## config.mk

```make
export PLATFORM = sky130hd
export DESIGN_NAME = ctpc_core
export DESIGN_NICKNAME = d
export VERILOG_FILES = /design/src/ctpc_pkg.sv /design/src/ctpc_sync2.sv /design/src/ctpc_core.sv
export SDC_FILE = /design/constraint.sdc
export NUM_CORES = 1
export LEC_CHECK = 0
export ABC_AREA = 1
export BUFFER_PORTS_ARGS = -buffer_cell sky130_fd_sc_hd__buf_2
export CORE_MARGIN = 4
export CORE_UTILIZATION = 40
export CTS_CLUSTER_DIAMETER = 50
export CTS_CLUSTER_SIZE = 25
export DETAILED_ROUTE_END_ITERATION = 7
export PLACE_DENSITY = 0.65
export RECOVER_POWER = 25
export SLEW_MARGIN = 30
export SYNTH_ARGS = -nofsm -noshare
export SYNTH_HDL_FRONTEND = slang
export SYNTH_SLANG_ARGS = --single-unit
```

## constraint.sdc

```tcl
create_clock -name ref_clk -period 0.95 [get_ports ref_clk]
set_input_delay 0.0475 -clock ref_clk [delete_from_list [all_inputs] [get_ports ref_clk]]
set_output_delay 0.0475 -clock ref_clk [all_outputs]
set_load 0.05 [all_outputs]
```

## src/ctpc_pkg.sv

```systemverilog
// package: register map, field positions, reset values and delay sequencer states
package ctpc_pkg;
    // =======================================================
    // register offsets
    localparam logic [3:0] CTRL_OFFSET = 4'h0;
    localparam logic [3:0] EDGE_OFFSET = 4'h1;
    localparam logic [3:0] STATUS_OFFSET = 4'h2;
    // =======================================================
    // control register fields
    localparam int MODULE_ENABLE_BIT = 0;
    localparam int IDLE_STOP_BIT = 1;
    localparam int DELAY_GEN_ENABLE_BIT = 2;
    localparam int DELAY_SOURCE_SELECT_BIT = 3;
    localparam int DISCHARGE_CONTROL_BIT = 4;
    // edge register fields
    localparam int FIRST_EDGE_BIT = 0;
    localparam int SECOND_EDGE_BIT = 1;
    // status register fields
    localparam int SOURCE_ON_BIT = 0;
    localparam int PULSE_BIT = 1;
    localparam int DELAY_DONE_BIT = 2;
    // =======================================================
    // reset values
    localparam logic [7:0] CTRL_RESET = 8'h00;
    localparam logic [7:0] EDGE_RESET = 8'h00;
    // =======================================================
    // delay sequencer states
    typedef enum logic [2:0] {
        DLY_IDLE = 3'b001,
        DLY_CHARGE = 3'b010,
        DLY_DONE = 3'b100
    } ctpc_dly_e;
endpackage : ctpc_pkg

```

## src/ctpc_sync2.sv

```systemverilog
// two-stage synchroniser for one asynchronous level
`timescale 1ns/1ns
module ctpc_sync2 (
    input wire logic ref_clk,
    input wire logic reset,
    input wire logic async,
    output logic synced
);
    logic stage1;
    always_ff @(posedge ref_clk) begin
        if (reset) begin
            stage1 <= 1'b0;
            synced <= 1'b0;
        end else begin
            stage1 <= async;
            synced <= stage1;
        end
    end
endmodule : ctpc_sync2

```

## src/ctpc_core.sv

```systemverilog
// charge-time pulse control: current source gating and delay pulse
// =======================================================
`timescale 1ns/1ns
module ctpc_core
    import ctpc_pkg::*;
(
    input wire logic ref_clk,
    input wire logic reset,
    input wire logic [3:0] regAddr,
    input wire logic [7:0] regWrData,
    input wire logic regWrite,
    input wire logic regRead,
    output logic [7:0] regRdData,
    input wire logic sleepMode,
    input wire logic idleMode,
    input wire logic comparatorOut,
    input wire logic delay_trigger_in,
    output logic currentSourceOn,
    output logic dischargeOn,
    output logic pulse_out
);
    // =======================================================
    // registers
    logic [7:0] ctrl;
    logic [7:0] edges;
    ctpc_dly_e dlyState;
    ctpc_dly_e next_dlyState;
    logic compSync;
    logic trigSync;

    // comparator and trigger pins are asynchronous to ref_clk
    ctpc_sync2 u_comp_sync (
        .ref_clk(ref_clk),
        .reset(reset),
        .async(comparatorOut),
        .synced(compSync)
    );
    ctpc_sync2 u_trig_sync (
        .ref_clk(ref_clk),
        .reset(reset),
        .async(delay_trigger_in),
        .synced(trigSync)
    );

    // =======================================================
    // decode
    wire moduleEnable = ctrl[MODULE_ENABLE_BIT];
    wire idleStop = ctrl[IDLE_STOP_BIT];
    wire delayGenEnable = ctrl[DELAY_GEN_ENABLE_BIT];
    wire delaySourceSelect = ctrl[DELAY_SOURCE_SELECT_BIT];
    wire firstEdgeStatus = edges[FIRST_EDGE_BIT];
    wire secondEdgeStatus = edges[SECOND_EDGE_BIT];
    wire ctrlWrite = regWrite && (regAddr == CTRL_OFFSET);
    wire edgeWrite = regWrite && (regAddr == EDGE_OFFSET);
    wire powerBlock = sleepMode || (idleMode && idleStop);
    // the delay end event stops charging, as if a second edge arrived
    wire delayEnd = delaySourceSelect ? trigSync : compSync;
    wire chargeAllowed = moduleEnable && firstEdgeStatus
        && !secondEdgeStatus && !powerBlock;
    wire next_sourceOn = chargeAllowed
        && !(delayGenEnable && dlyState == DLY_DONE);
    wire next_pulse = delayGenEnable && moduleEnable
        && (dlyState == DLY_DONE);
    wire [7:0] statusWord = {5'h00, dlyState == DLY_DONE, pulse_out,
        currentSourceOn};
    wire [7:0] next_rdData = !regRead ? 8'h00 :
        (regAddr == CTRL_OFFSET) ? ctrl :
        (regAddr == EDGE_OFFSET) ? edges :
        (regAddr == STATUS_OFFSET) ? statusWord : 8'h00;

    // =======================================================
    // delay sequencer: waits on the analog event, never on a count
    always_comb begin
        next_dlyState = dlyState;
        case (dlyState)
            DLY_IDLE: begin
                if (delayGenEnable && chargeAllowed)
                    next_dlyState = DLY_CHARGE;
            end
            DLY_CHARGE: begin
                if (!delayGenEnable || !firstEdgeStatus || !moduleEnable)
                    next_dlyState = DLY_IDLE;
                else if (delayEnd)
                    next_dlyState = DLY_DONE;
            end
            DLY_DONE: begin
                // pulse holds until software drops first edge, the delay mode or the module enable
                if (!delayGenEnable || !firstEdgeStatus || !moduleEnable)
                    next_dlyState = DLY_IDLE;
            end
            default: next_dlyState = DLY_IDLE;
        endcase
    end

    // =======================================================
    // register file and outputs
    always_ff @(posedge ref_clk) begin
        if (reset) begin
            ctrl <= CTRL_RESET;
            edges <= EDGE_RESET;
            dlyState <= DLY_IDLE;
            currentSourceOn <= 1'b0;
            dischargeOn <= 1'b0;
            pulse_out <= 1'b0;
            regRdData <= 8'h00;
        end else begin
            if (ctrlWrite)
                ctrl <= {3'h0, regWrData[4:0]};
            if (edgeWrite)
                edges <= {6'h00, regWrData[1:0]};
            dlyState <= next_dlyState;
            currentSourceOn <= next_sourceOn;
            dischargeOn <= ctrl[DISCHARGE_CONTROL_BIT] && moduleEnable;
            pulse_out <= next_pulse;
            regRdData <= next_rdData;
        end
    end

    // =======================================================
    // checks
    chk_sleep_forces_off: assert property (@(posedge ref_clk)
        disable iff (reset) sleepMode |=> !currentSourceOn)
        else $error("current source on during sleep");
    chk_idle_stop_off: assert property (@(posedge ref_clk)
        disable iff (reset) (idleMode && idleStop) |=> !currentSourceOn)
        else $error("current source on in idle with idle stop");
    chk_charge_on_edge: assert property (@(posedge ref_clk)
        disable iff (reset)
        (moduleEnable && firstEdgeStatus && !secondEdgeStatus
         && !powerBlock && !delayGenEnable) |=> currentSourceOn)
        else $error("first edge set but source off");
    chk_second_edge_stop: assert property (@(posedge ref_clk)
        disable iff (reset) secondEdgeStatus |=> !currentSourceOn)
        else $error("charging after second edge");
    chk_source_equation: assert property (@(posedge ref_clk)
        disable iff (reset)
        currentSourceOn |-> $past(moduleEnable && firstEdgeStatus))
        else $error("source on without enable and first edge");
    chk_pulse_needs_mode: assert property (@(posedge ref_clk)
        disable iff (reset) pulse_out |-> $past(delayGenEnable))
        else $error("pulse outside delay mode");
    chk_comp_ends_delay: assert property (@(posedge ref_clk)
        disable iff (reset)
        (dlyState == DLY_CHARGE && !delaySourceSelect && compSync
         && delayGenEnable && firstEdgeStatus && moduleEnable)
        |=> ##1 pulse_out)
        else $error("comparator trip gave no pulse");
    chk_trig_ends_delay: assert property (@(posedge ref_clk)
        disable iff (reset)
        (dlyState == DLY_CHARGE && delaySourceSelect && trigSync
         && delayGenEnable && firstEdgeStatus && moduleEnable)
        |=> ##1 pulse_out)
        else $error("trigger gave no pulse");
    chk_source_select: assert property (@(posedge ref_clk)
        disable iff (reset)
        (dlyState == DLY_CHARGE && !delayEnd) |=> dlyState != DLY_DONE)
        else $error("delay ended by unselected source");
    chk_pulse_analog: assert property (@(posedge ref_clk)
        disable iff (reset)
        $rose(pulse_out) |-> $past(dlyState == DLY_DONE))
        else $error("pulse not caused by analog end event");
    chk_reset_clears: assert property (@(posedge ref_clk)
        $past(reset) |-> (ctrl == CTRL_RESET && edges == EDGE_RESET
        && !currentSourceOn))
        else $error("reset left control state");

    // =======================================================
    // further checks on gating, sequencing and the register port
    // the gating equation is restated from the rules, not from next_sourceOn
    chk_source_exact: assert property (@(posedge ref_clk)
        disable iff (reset)
        $past(!delayGenEnable) |-> currentSourceOn == $past(moduleEnable
        && firstEdgeStatus && !secondEdgeStatus && !sleepMode
        && !(idleMode && idleStop)))
        else $error("source differs from gating equation");

    chk_disable_stops: assert property (@(posedge ref_clk)
        disable iff (reset) !moduleEnable |=> !currentSourceOn)
        else $error("source on while unit disabled");

    chk_first_clear_stops: assert property (@(posedge ref_clk)
        disable iff (reset) !firstEdgeStatus |=> !currentSourceOn)
        else $error("source on after first edge cleared");

    chk_idle_run: assert property (@(posedge ref_clk)
        disable iff (reset)
        (idleMode && !idleStop && !sleepMode && moduleEnable
         && firstEdgeStatus && !secondEdgeStatus && !delayGenEnable)
        |=> currentSourceOn)
        else $error("idle without idle stop halted the source");

    chk_mode_off_no_pulse: assert property (@(posedge ref_clk)
        disable iff (reset) !delayGenEnable |=> !pulse_out)
        else $error("pulse with delay mode off");

    chk_enable_off_no_pulse: assert property (@(posedge ref_clk)
        disable iff (reset) !moduleEnable |=> !pulse_out)
        else $error("pulse with unit disabled");

    // the pulse may stand one more cycle while the state falls back
    chk_pulse_clears_first: assert property (@(posedge ref_clk)
        disable iff (reset) !firstEdgeStatus |-> ##2 !pulse_out)
        else $error("pulse kept after first edge cleared");

    chk_pulse_only_done: assert property (@(posedge ref_clk)
        disable iff (reset) pulse_out |-> $past(dlyState == DLY_DONE))
        else $error("pulse outside delay done state");

    chk_done_from_charge: assert property (@(posedge ref_clk)
        disable iff (reset)
        (dlyState == DLY_DONE) |-> ($past(dlyState) == DLY_CHARGE
        || $past(dlyState) == DLY_DONE))
        else $error("delay done without a charge phase");

    chk_done_needs_event: assert property (@(posedge ref_clk)
        disable iff (reset)
        (dlyState == DLY_DONE && $past(dlyState) == DLY_CHARGE)
        |-> $past(delaySourceSelect ? trigSync : compSync))
        else $error("delay ended without the selected event");

    chk_comp_ignored: assert property (@(posedge ref_clk)
        disable iff (reset)
        (dlyState == DLY_CHARGE && delaySourceSelect && !trigSync)
        |=> dlyState != DLY_DONE)
        else $error("comparator ended a trigger-sourced delay");

    chk_trig_ignored: assert property (@(posedge ref_clk)
        disable iff (reset)
        (dlyState == DLY_CHARGE && !delaySourceSelect && !compSync)
        |=> dlyState != DLY_DONE)
        else $error("trigger ended a comparator-sourced delay");

    // once the delay has ended the capacitor must not keep charging
    chk_source_off_done: assert property (@(posedge ref_clk)
        disable iff (reset)
        (delayGenEnable && dlyState == DLY_DONE) |=> !currentSourceOn)
        else $error("source still on after delay end");

    chk_state_onehot: assert property (@(posedge ref_clk)
        disable iff (reset) $onehot(dlyState))
        else $error("delay state not one-hot");

    chk_rd_idle_zero: assert property (@(posedge ref_clk)
        disable iff (reset) !regRead |=> regRdData == 8'h00)
        else $error("read data without a read strobe");

    chk_rd_ctrl: assert property (@(posedge ref_clk)
        disable iff (reset)
        (regRead && regAddr == CTRL_OFFSET) |=> regRdData == $past(ctrl))
        else $error("control read returned wrong data");

    chk_rd_edges: assert property (@(posedge ref_clk)
        disable iff (reset)
        (regRead && regAddr == EDGE_OFFSET) |=> regRdData == $past(edges))
        else $error("edge read returned wrong data");

    // unused bits must stay clear so software reads them as zero
    chk_unused_bits: assert property (@(posedge ref_clk)
        disable iff (reset)
        ctrl[7:5] == 3'h0 && edges[7:2] == 6'h00)
        else $error("unused register bits set");

    chk_discharge_level: assert property (@(posedge ref_clk)
        disable iff (reset) dischargeOn |-> $past(moduleEnable))
        else $error("discharge on with unit disabled");

    chk_reset_outputs: assert property (@(posedge ref_clk)
        $past(reset) |-> (!pulse_out && !dischargeOn
        && regRdData == 8'h00 && dlyState == DLY_IDLE))
        else $error("reset left outputs or sequencer state");
endmodule : ctpc_core

```

After elaboration in Yosys (flattened, before gate mapping)
Cells that the tools add are included.
{ "totals": {"register_bits": 25, "input_bits": 20, "output_inout_bits": 11, "word_cells": 55} }
{ "op_classes": {"eq_ne": 8, "mux": 9, "bitwise": 1, "reduce_logical": 25} }
{ "ops": {"columns": ["op", "n"], "rows": [
  ["$mux 3", 6],
  ["$logic_and 1x1->1", 12],
  ["$pmux 3 s3", 1],
  ["$logic_not 1->1", 6],
  ["$mux 5", 1],
  ["$eq 4x1->1 const B", 1],
  ["$eq 4x2->1 const B", 1],
  ["$logic_not 4->1", 1],
  ["$reduce_or 4->1", 1],
  ["$eq 3x1->1 const B", 1],
  ["$eq 3x2->1 const B", 1],
  ["$eq 3x3->1 const B", 1],
  ["$logic_or 1x1->1", 3],
  ["$ne 3x3->1 const B", 1],
  ["$reduce_and 3->1", 1],
  ["$ne 2x1->1 const B", 1],
  ["$ne 2x2->1 const B", 1],
  ["$reduce_or 2->1", 1],
  ["$mux 1", 1],
  ["$not 1->1", 1]
]} }

Longest topological paths before layout
Gate-level depths: netlist of the first run.
{ "depth": {"word_depth": 7, "ltp_mapped": 8, "mapped_depth_nobuf": 8} }

By module
Synthesis of the first run repeated with hierarchy kept, for this count alone.
{ "unflattened": {"cells_unflattened": 116, "hier_area_um2": 897.1} }
{ "by_module_without_submodules": {"columns": ["module", "n_inst", "cells_each", "area_per_inst_um2", "seq_area_each_um2"], "rows": [
  ["ctpc_core", 1, 104, 787.0, 360.3],
  ["ctpc_sync2", 2, 6, 55.1, 40.0]
]} }

Worst setup path before layout of the first run
No wires, ideal clock.
{ "synth_timing": {"path_type": "reg-to-reg", "from": "register dlyState[1]", "to": "register dlyState[2]", "setup_time_ns": 0.112, "arrival_time_ns": 0.880, "required_ns": 0.838, "slack_ns": -0.042, "path_stages_with_launch": 7, "period_less_slack_ns": 0.992, "path_cell_list": "dfxtp_1 -> nor3_2 -> inv_2 -> nor2_2 -> nor2_1 -> nor2_1 -> nor2_1"} }
{ "synth_between": {"elab_chain_cells": 3, "elab_cells_between_ends": 8} }
{ "synth_rtl": {"columns": ["element", "line_no", "rtl"], "rows": [
  ["start: declaration", "ctpc_core.sv:26", "ctpc_dly_e dlyState;"],
  ["start signal: assignment", "ctpc_core.sv:111", "dlyState <= next_dlyState;"],
  ["$eq 3x2->1, or another cell as far along", "ctpc_core.sv:75", "case (dlyState)"],
  ["$ne 3x3->1 (no source line), or another cell as far along", null, null],
  ["$reduce_and 3->1 (no source line)", null, null]
]} }
Several ways; a longest one is shown, not always the timed one.
A chain may end at the register's enable or synchronous reset.

Worst setup path in the final report of the first run
{ "layout_timing": {"from": "register edges[0]", "to": "register dlyState[2]"} }
{ "layout_between": {"elab_chain_cells": 6, "elab_cells_between_ends": 13} }
{ "layout_rtl": {"columns": ["element", "line_no", "rtl"], "rows": [
  ["start: declaration", "ctpc_core.sv:25", "logic [7:0] edges;"],
  ["start signal: assignment", "ctpc_core.sv:110", "edges <= {6'h00, regWrData[1:0]};"],
  ["$logic_and 1x1->1", "ctpc_core.sv:58", "wire chargeAllowed = moduleEnable && firstEdgeStatus"],
  ["$logic_and 1x1->1 (2 in a row)", "ctpc_core.sv:59", "&& !secondEdgeStatus && !powerBlock;"],
  ["$logic_and 1x1->1", "ctpc_core.sv:77", "if (delayGenEnable && chargeAllowed)"],
  ["$ne 2x2->1 (no source line)", null, null],
  ["$reduce_and 3->1 (no source line)", null, null]
]} }
Several ways; a longest one is shown, not always the timed one.

==> results by group, run 1 <==
STA
  • Setup violators final: 4
  • WHS: 1.249 ps
  • Final period utilization: 113.1%
  • Setup ws final: -124.3 ps
  • TNS Setup: -308.8 ps
  • Fin. Hold Viols: 0
  • Worst Skew: roughly 10 ps
  • Max-slew violations: 0
  • RSZ-0062 raised after global routing: yes
  • Min Tclk post-route: roughly 1100 ps
  • Maximum clock frequency: 0.9309 GHz

Final layout
  • Post-layout util: approximately 60%
  • Layout overhead on the synthesized area: 41.14%
  • FILL cells: approximately 230
  • Layout cell share with drive strength beyond 1: slightly above 40%
  • Sequential Area: 452.9 um^2
  • Non-filler instance count after layout: about 190
  • Ant. Diodes: 0
  • Multi-input gate area: between 400 and 500 um^2
  • Layout Nets: around 190
  • Final Cell Area: 1335 um^2

Global routing
  • Global route hottest layer: met2
  • Overflow after GRT: 0
  • GR Util met3: under 10%
  • Vias in the first global route: 877
  • Initial antenna violation count: 0
  • Gr usage total: ~14%
  • Global Route met1 Usage: between 10% and 20%
  • Largest net degree at the start of global routing: 13
  • First-pass GRT wire length: approximately 3600 um
  • M2 GR Usage: a little under a quarter

Critical path
  • Cell Chain, Critical Path: inv_1 > nor2_4 > nand3_2 > nand2_1 > nor2_1 > nor2_1 > nor2_1
  • WS Path Type: flop to flop
  • Worst setup SP type: flop
  • FF-to-FF Start: edges[0]
  • Cell repeated most along the worst path: nor2_1
  • Worst reg2reg setup slack: -120 ps
  • Crit path required time: between 1000 and 1500 ps
  • Critical Path Fanout Max: 3
  • Worst reg-to-reg path cell count: 7
  • Crit path DAT: 1290 ps
  • Critical Path Sink Type: flop
  • CP max-delay cell: dfxtp_2
  • Worst r2r dst: dlyState[2]
  • Slowest Stage Delay on Critical Path: ~380 ps

Min path
  • Hold Path Depth: 3
  • Min-Delay Endpoint: edges[1]
  • Worst min-delay path startpoint: regWrData[1]
  • Hold Crit Class: input pin to flop

Clock tree
  • Clock transition at the registers of the reported paths: 130 ps
  • Clk sink count: 22
  • Root buf cell: clkbuf_4
  • TritonCTS Buffers: 3
  • CTS Buffer Depth: 2
  • CTS tree: yes
  • Worst skew pair latency: between 300 and 400 ps
  • Number of H-tree levels: 1

Floorplanning
  • Num rows: 17
  • Core area: 2233 um^2
  • Top Ports: 31
  • Die area: around 3200 um^2
  • Die Ht: between 50 and 60 um
  • Die width: about 57 um
  • Initial core utilization: between 40 and 50%

Power and ir drop
  • Flop pwr share: around half
  • Peak supply drop: 1.305 mV
  • Tot Pwr: roughly 2.1 mW
  • Sw frac: 31.21%
  • Net Sw Power: about 650 uW
  • Clock power frac: 25.0%
  • Power Density: between 1500 and 2000 nW/um^2
  • Pint: 1.439 mW
  • Comb pwr share: between 20% and 30%
  • Leakage power: roughly 0.60 nW

Synthesis
  • Post-Synthesis Cells: approximately 130
  • Register area share after synthesis: a little under half
  • Syn Std Cell Area: around 950 um^2
  • Flops & latches, synth: 22
  • Mean area per synthesized cell: 7.567 um^2
  • Unique cell type count in the Yosys netlist: 22
  • Synth warn: 0

Status
  • Violated checks: setup timing
  • Status: finished with violations

Placement
  • Place WS: -92.87 ps
  • DPL Wire Length: between 1500 and 2000 um
  • # port buffers: 24
  • RD Place Congestion: 0.8610
  • Cells after DPL: roughly 190
  • Placed Area: around 1200 um^2

Routing
  • First drt pass iteration count: 4
  • DRC Markers: 0
  • Antenna-violating nets left: 0
  • Total number of vias: between 900 and 1000
  • DR WL/cell: 11.73 um
  • 1st-iter DRT viols: 15
  • Final wirelength: between 2000 and 2500 um
  • DR vias/cell: about 4.7

Flow run
  • MaxCap Viol Count: 0
==> critical path: cells and delay by family (launching register included) <==
kind                   cells  cell delay (ps)
AND/OR/NAND/NOR            6              520
flip-flops                 1              380
buffers and inverters      1               80
==> state kept, by name, summed over array words and instances, names as in the netlist <==
signal              flops
pulse_out               1
dlyState                3
u_trig_sync.stage1      1
u_comp_sync.synced      1
u_comp_sync.stage1      1
dischargeOn             1
ctrl                    5
currentSourceOn         1
regRdData               5
u_trig_sync.synced      1
edges                   2
==> synthesized netlist by cell type <==
master    instances  area, um^2
dfxtp_1          22       440.4
inv_1            20       75.07
nand2_1          20       75.07
nor2_1           12       45.04
o21ai_0          10       50.05
a21oi_1           9       45.04
nand3_1           4       20.02
nor2_2            4       25.02
buf_4             3       22.52
inv_2             3       11.26
nand2_2           3       18.77
nand3_2           2       20.02
nand4_1           2       12.51
nor2_4            2       22.52
nor3_1            2       10.01
a31oi_1           1       6.260
clkbuf_1          1       3.750
conb_1            1       3.750
nor3_2            1       10.01
nor3_4            1       16.27
nor3b_1           1       7.510
o21ai_1           1       5.000
==> power by group through the flow <==
stage | registers (mW) | logic (mW) | clock network [mW]
finish | 1.05 | 0.516 | 0.524
global route | 1.06 | 0.566 | 0.565
CTS | 1.03 | 0.480 | 0.535
detailed placement | 1.04 | 0.462 | 0
global placement | 1.04 | 0.447 | 0
floorplan | 1.04 | 0.311 | 0
==> worst max path at each step <==
stage                      from          end  slack (ps)  cells after the start
floorplan           dlyState[0]  dlyState[2]         -30                      7
global placement    dlyState[0]  dlyState[2]         -70                      7
detailed placement  dlyState[1]  dlyState[2]         -90                      7
CTS                 dlyState[0]  dlyState[2]         -90                      8
global route           edges[0]  dlyState[2]        -220                      7
finish                 edges[0]  dlyState[2]        -120                      7
==> what timing repair did <==
action,4_1_cts,5_1_grt
gates resized for setup,15,18
pin swaps,4,8
setup endpoints to repair,10,10
hold buffers,3,0
buffers inserted,1,0
hold endpoints to repair,3,0
==> layer usage <==
metal,routed length (um),share of wire (%),vias up
li1,-,-,466
met1,931,41,418
met2,1164,51,29
met3,117,5.1,8
met4,61,2.7,0
met5,0,0,-
==> area by class of cell <==
| class | instances | share of cell area (%) |
|---|---|---|
| flip-flops and latches | 22 | 33.93 |
| multi-input cells | 78 | 34.02 |
| clock buffers | 4 | 2.718 |
| repair buffers | 39 | 20.06 |
| inverters | 23 | 6.654 |
| well taps | 28 | 2.624 |
==> cells by family after synthesis <==
logic type | share of synthesized area (%)
simple gates | 29.89
flops | 46.56
compound gates | 11.24
other cells | 0.3964
buf+inv | 11.90
==> placed cells by master (no fill, tap or decap), types with 3 or more instances in the layout <==
cell	netlist	final
o21ai_1	1	3
clkbuf_4	0	5
nand3_1	4	3
nor2_4	2	7
inv_2	3	3
buf_4	3	16
inv_1	20	19
conb_1	1	3
buf_2	0	16
dfxtp_1	22	16
nor2_1	12	11
dlygate4sd3_1	0	3
o21ai_0	10	8
a21oi_1	9	9
dfxtp_2	0	4
nand2_1	20	17
nand2_2	3	6
Power figures use the tool's default switching activity.
==> run 2, diff against run 1 <==
--- a/config.mk
+++ b/config.mk
@@ -5,14 +5,14 @@
 export SDC_FILE = /design/constraint.sdc
 export NUM_CORES = 1
 export LEC_CHECK = 0
-export ABC_AREA = 1
 export BUFFER_PORTS_ARGS = -buffer_cell sky130_fd_sc_hd__buf_2
+export CAP_MARGIN = 20
 export CORE_MARGIN = 4
 export CORE_UTILIZATION = 40
 export CTS_CLUSTER_DIAMETER = 50
 export CTS_CLUSTER_SIZE = 25
 export DETAILED_ROUTE_END_ITERATION = 7
-export PLACE_DENSITY = 0.65
+export PLACE_DENSITY = 0.66
 export RECOVER_POWER = 25
 export SLEW_MARGIN = 30
 export SYNTH_ARGS = -nofsm -noshare
==> results by group, run 2 <==
Status
  • Status: finished with violations
  • Violated checks: setup timing

Critical path
  • Worst r2r dst: dlyState[0]
  • WS Path Type: flop to flop
  • Crit path required time: 1150 ps (about the same)
  • FF-to-FF Start: ctrl[1]
  • Cell Chain, Critical Path: a211o_1 > or4b_1 > a21o_1
  • Buffers and inverters on the worst path: 0 (-1)
  • Critical Path Fanout Max: 2 (-1)
  • Cell family with most CP delay: simple AND/OR/NAND/NOR gates
  • Slowest Stage Delay on Critical Path: 470 ps (+90 ps)
  • Worst reg-to-reg path cell count: 3 (-4)
  • Worst reg2reg setup slack: -390 ps (-270 ps)
  • Worst setup SP type: flop
  • CP max-delay cell: or4b_1
  • Crit path DAT: 1540 ps (+250 ps)
  • Critical Path Sink Type: flop

Final layout
  • Most common cell after layout, fill and taps aside: buf_4
  • Layout Nets: 157 (-16%)
  • Post-layout util: 65.99% (+6.2 points)
  • Sequential Area: 449.2 um^2 (-0.83%)
  • Non-filler instance count after layout: 163 (-16%)
  • Layout overhead on the synthesized area: 50.00%
  • Most frequent cells in the layout: 18 x buf_4, 16 x buf_2, 15 x dfxtp_1
  • Multi-input gate area: 491.7 um^2 (+8.3%)
  • Final Cell Area: 1348 um^2 (+0.94%)
  • Layout cell share with drive strength beyond 1: 46.32% (+5.4 points)
  • Ant. Diodes: 0 (unchanged)
  • FILL cells: 176 (-22%)
  • Biggest regs: ctrl: 5 flops, regRdData: 5 flops, dlyState: 3 flops

Clock tree
  • Clock transition at the registers of the reported paths: 110 ps (-20 ps)
  • Root buf cell: clkbuf_4
  • CTS Buffer Depth: 2 (unchanged)
  • Worst skew pair latency: 290 ps (-20 ps)
  • CTS tree: yes
  • Number of H-tree levels: 1 (unchanged)
  • Clk sink count: 22 (unchanged)
  • TritonCTS Buffers: 3 (unchanged)

Routing
  • Antenna-violating nets left: 0 (unchanged)
  • Final wirelength: 2020 um (-11%)
  • DR WL/cell: 12.39 um (+5.7%)
  • First drt pass iteration count: 4 (unchanged)
  • 1st-iter DRT viols: 5 (-10)
  • Total number of vias: 780 (-15%)
  • DRC Markers: 0 (unchanged)
  • DR vias/cell: 4.785 (+0.80%)

Synthesis
  • Post-Synthesis Cells: 89 (-29%)
  • Dominant cell type by area after synthesis: dfxtp_1
  • Async S/R FF share, synth: 0% (unchanged)
  • Largest cells by area after synthesis: dfxtp_1 49%, nand2b_1 9.7%, mux2i_1 8.9%
  • Synth warn: 0 (unchanged)
  • Register area share after synthesis: 49.03% (+2.5 points)
  • Ys flop type: dfxtp_1
  • Top-area cell type share of the netlist area: 49.03% (+2.5 points)
  • Syn Std Cell Area: 898.4 um^2 (-5.0%)
  • Flops & latches, synth: 22 (unchanged)
  • Post-synth EDFFs: 0 (unchanged)
  • Unique cell type count in the Yosys netlist: 26 (+18%)
  • Mean area per synthesized cell: 10.09 um^2 (+33%)
  • Post-synth top cells: 22 x dfxtp_1, 14 x nand2b_1, 8 x mux2i_1
  • Top-count cell post-synth: dfxtp_1

Placement
  • Place WS: -377.2 ps (-284.3 ps)
  • RD Place Congestion: 0.7500 (-13%)
  • Placed Area: 1165 um^2 (-0.64%)
  • Cells after DPL: 153 (-18%)
  • DPL Wire Length: 1552 um (-5.2%)
  • # port buffers: 24 (unchanged)

Global routing
  • Initial antenna violation count: 0 (unchanged)
  • Largest net degree at the start of global routing: 13 (unchanged)
  • Overflow after GRT: 0 (unchanged)
  • Gr usage total: 14.42% (+0.36 points)
  • First-pass GRT wire length: 3567 um (-0.59%)
  • Vias in the first global route: 840 (-4.2%)

Floorplanning
  • Die area: 3068 um^2 (-4.3%)
  • Core area: 2042 um^2 (-8.6%)
  • Die width: 55.39 um (-2.2%)
  • Num rows: 16 (-1)
  • Initial core utilization: 44.00% (+1.6 points)
  • Top Ports: 31 (unchanged)
  • Die Ht: 55.39 um (-2.2%)

STA
  • Setup ws final: -389.6 ps (-265.3 ps)
  • Maximum clock frequency: 0.7465 GHz (-20%)
  • Min Tclk post-route: 1340 ps (+265.3 ps)
  • WHS: 39.99 ps (+38.74 ps)
  • Max-slew violations: 0 (unchanged)
  • Fin. Hold Viols: 0 (unchanged)
  • Setup violators final: 5 (+1)
  • Final period utilization: 141.0% (+28 points)
  • Worst Skew: 1.913 ps (-8.188 ps)
  • RSZ-0062 raised after global routing: yes
  • TNS Setup: -681.2 ps (-372.4 ps)

Min path
  • Worst min-delay path startpoint: regWrData[0]
  • Hold Path Depth: 3 (unchanged)
  • Hold Crit Class: input pin to flop
  • Min-Delay Endpoint: ctrl[0]

Flow run
  • MaxCap Viol Count: 0 (unchanged)

Power and ir drop
  • Power Density: 1196 nW/um^2 (-24%)
  • Tot Pwr: 1.612 mW (-23%)
  • Leakage power: 0.5898 nW (-2.2%)
  • Peak supply drop: 0.9314 mV (-29%)
==> run 2: cell types whose count changed after synthesis, sizes merged, moves of 5 or more <==
cell	before	now
a21oi	9	1
inv	23	3
mux2i	0	8
nand2	23	2
nand2b	0	14
nand3	6	1
nor2	18	3
nor2b	0	7
o21ai	11	0
==> run 2: cell type report <==
class                   instances  share of cell area [%]
inverters                       3                  0.8357
clock buffers                   4                   2.693
flip-flops and latches         22                   33.33
repair buffers                 46                   24.14
multi-input cells              61                   36.49
well taps                      27                   2.507
==> run 2: what timing repair did <==
item	CTS	global route
hold endpoints to repair	5	0
pin swaps	5	1
setup buffers	1	1
hold buffers	5	0
endpoints found under the setup margin	8	12
resized for setup	16	10
==> run 2: worst max path at each step <==
| stage | from | end | slack (ps) | cells after the start |
|---|---|---|---|---|
| 2_1_floorplan | ctrl[1] | dlyState[0] | -360 | 3 |
| 4_1_cts | ctrl[1] | dlyState[0] | -390 | 3 |
| 3_5_place_dp | ctrl[1] | dlyState[0] | -380 | 3 |
| 6_report | ctrl[1] | dlyState[0] | -390 | 3 |
| 3_3_place_gp | ctrl[1] | dlyState[0] | -360 | 3 |
| 5_1_grt | ctrl[1] | dlyState[0] | -410 | 3 |
==> run 2: metal layers <==
| metal | vias up | track usage, % | part of all wire, % |
|---|---|---|---|
| met5 | - | 0 | 0 |
| met4 | 0 | 5.208 | 0.74 |
| met3 | 2 | 2.797 | 4.2 |
| met2 | 19 | 26.18 | 54 |
| met1 | 363 | 16.53 | 41 |
| li1 | 396 | - | - |
==> run 2: cells by family (layout without fill, tap and decap cells) <==
kind of cell    count (synthesis)  after routing  share of synthesized area (%)
buf+inv                         8             53                          4.734
other cells                     1              3                         0.4174
mux                             9              9                          10.17
compound gates                 10             10                          8.356
simple gates                   39             39                          27.30
flops                          22             22                          49.02
==> run 2: worst min-delay path, delay by kind of cell <==
family        cells  cell delay, ps
buf+inv           1             100
simple gates      1              80
mux               1              70
==> run 2: where the power goes <==
part	leakage, nW	switching (mW)	internal [mW]	total, mW
clock network	0.0210	0.260	0.233	0.493
logic	0.387	0.0861	0.0933	0.179
registers	0.182	0.00515	0.935	0.940
total	0.590	0.351	1.26	1.61
==> run 3, diff against run 2 <==
--- a/config.mk
+++ b/config.mk
@@ -7,7 +7,7 @@
 export LEC_CHECK = 0
 export BUFFER_PORTS_ARGS = -buffer_cell sky130_fd_sc_hd__buf_2
 export CAP_MARGIN = 20
-export CORE_MARGIN = 4
+export CORE_MARGIN = 10
 export CORE_UTILIZATION = 40
 export CTS_CLUSTER_DIAMETER = 50
 export CTS_CLUSTER_SIZE = 25
==> results by group, run 3 (synthesized netlist as in run 2, its figures left out) <==
Floorplanning
  • Die Ht: 67.39 um (+22%)
  • Num rows: 17 (+1)
  • Die width: 67.39 um (+22%)
  • Initial core utilization: 41.41% (-2.6 points)
  • Top Ports: 31 (unchanged)
  • Die area: 4541 um^2 (+48%)
  • Core area: 2170 um^2 (+6.2%)

Routing
  • Antenna-violating nets left: 0 (unchanged)
  • DR vias/cell: 4.570 (-4.5%)
  • First drt pass iteration count: 4 (unchanged)
  • DR WL/cell: 12.60 um (+1.7%)
  • Final wirelength: 2079 um (+2.9%)
  • DRC Markers: 0 (unchanged)
  • Total number of vias: 754 (-3.3%)
  • 1st-iter DRT viols: 25 (+20)

Critical path
  • Critical Path Fanout Max: 2 (unchanged)
  • Critical Path Sink Type: flop
  • Worst setup SP type: flop
  • Crit path required time: 1160 ps (about the same)
  • WS Path Type: flop to flop
  • Crit path DAT: 1570 ps (+30 ps)

STA
  • Maximum clock frequency: 0.7326 GHz (-1.9%)
  • RSZ-0062 raised after global routing: yes
  • Worst Skew: 5.731 ps (+3.819 ps)
  • Fin. Hold Viols: 0 (unchanged)
  • Max-slew violations: 0 (unchanged)
  • Final period utilization: 143.7% (+2.7 points)
  • Min Tclk post-route: 1365 ps (+25.48 ps)
  • Setup ws final: -415.1 ps (-25.48 ps)
  • Setup violators final: 5 (unchanged)

Power and ir drop
  • Clock power frac: 38.3% (+7.7 points)
  • Net Sw Power: 364.8 uW (+3.9%)
  • Sw frac: 20.00% (-1.8 points)
  • Flop pwr share: 51.5% (-6.8 points)
  • Pint: 1.459 mW (+16%)
  • Leakage power: 0.6038 nW (+2.4%)
  • Tot Pwr: 1.824 mW (+13%)
  • Comb pwr share: 10.2% (-0.9 points)
  • Power Density: 1344 nW/um^2 (+12%)
  • Peak supply drop: 1.322 mV (+42%)

Final layout
  • Most frequent cells in the layout: 19 x buf_4, 16 x dfxtp_1, 16 x buf_2
  • Layout overhead on the synthesized area: 51.11%
  • Ant. Diodes: 0 (unchanged)
  • Final Cell Area: 1358 um^2 (+0.74%)
  • Most common cell after layout, fill and taps aside: buf_4
  • Layout Nets: 158 (+0.64%)
  • Layout cell share with drive strength beyond 1: 45.26% (-1.1 points)
  • Biggest regs: ctrl: 5 flops, regRdData: 5 flops, dlyState: 3 flops

Clock tree
  • Root buf cell: clkbuf_4
  • Clock transition at the registers of the reported paths: 120 ps (about the same)
  • Number of H-tree levels: 1 (unchanged)
  • CTS Buffer Depth: 2 (unchanged)
  • Worst skew pair latency: 300 ps (about the same)
  • CTS tree: yes
  • Clk sink count: 22 (unchanged)
  • TritonCTS Buffers: 3 (unchanged)

Placement
  • DPL Wire Length: 1651 um (+6.4%)
  • Placed Area: 1174 um^2 (+0.75%)
  • # port buffers: 24 (unchanged)
  • RD Place Congestion: 0.7061 (-5.9%)

Global routing
  • Gr usage total: 9.765% (-4.7 points)
  • Global Route met1 Usage: 9.972% (-6.6 points)
  • Initial antenna violation count: 0 (unchanged)
  • Overflow after GRT: 0 (unchanged)
  • GR Util met3: 3.471% (+0.67 points)
  • Vias in the first global route: 807 (-3.9%)
  • Largest net degree at the start of global routing: 14 (+1)
  • Global route hottest layer: met2
  • M2 GR Usage: 17.06% (-9.1 points)
  • First-pass GRT wire length: 3450 um (-3.3%)

Min path
  • Hold Crit Class: input pin to flop

Status
  • Violated checks: setup timing
  • Status: finished with violations

Flow run
  • MaxCap Viol Count: 0 (unchanged)
run 3: what timing repair did:
item / in CTS / in global routing
endpoints found under the setup margin: 10 / 11
hold buffers: 4 / 0
hold endpoints to repair: 4 / 0
resized for setup: 15 / 8
pin swaps: 4 / 0
setup buffers: 1 / 1
run 3: worst paths after layout:
| check | from | endpoint | depth (start not counted) | slack, ps |
|---|---|---|---|---|
| min reg2reg | u_comp_sync.stage1 | u_comp_sync.synced | 1 | 450 |
| max | ctrl[1] | dlyState[0] | 3 | -420 |
| max reg2reg | ctrl[1] | dlyState[0] | 3 | -420 |
| min | regWrData[3] | ctrl[3] | 3 | 10 |
run 3: cell type report:
cell class / instances / area, um^2
Clock buffer: 3 / 22.52
Clock inverter: 1 / 30.03
Inverter: 3 / 11.26
Timing Repair Buffer: 47 / 337.8
Fill cell: 190 / 812.0
Tap cell: 28 / 35.03
Multi-Input combinational cell: 61 / 473.0
Sequential cell: 22 / 447.9
run 3: metrics by stage:
step	TNS [ps]	worst slack [ps]	util, %	cells	hold WS [ps]
final	-1223	-415.1	62.57	165	12.38
after global routing	-1597	-477.8	62.57	165	13.39
after CTS	-1046	-366.1	61.25	164	16.99
after detailed placement	-900.1	-367.5	54.09	155	266.1
after global placement	-679.7	-340.5	54.09	155	262.6
after floorplan	-361.4	-357.2	-	91	123.6
run 3: critical path, cell delays in order, from the launching register on:
cell     delay (ps)
dfxtp_2         340
a211o_1         260
or4b_1          490
a21o_1          180
run 3: metal layers:
layer  up-vias  part of all wire, %
li1        397                    -
met4         0                 0.77
met3         2                  9.6
met5         -                    0
met2        17                   49
met1       338                   41
run 3: power groups by stage:
| stage | combinational [mW] | clock (mW) | sequential [mW] |
|---|---|---|---|
| finish | 0.185 | 0.699 | 0.940 |
| global route | 0.205 | 0.756 | 0.941 |
| CTS | 0.178 | 0.716 | 0.940 |
| detailed placement | 0.156 | 0 | 0.960 |
| global placement | 0.154 | 0 | 0.960 |
| floorplan | 0.0893 | 0 | 0.962 |
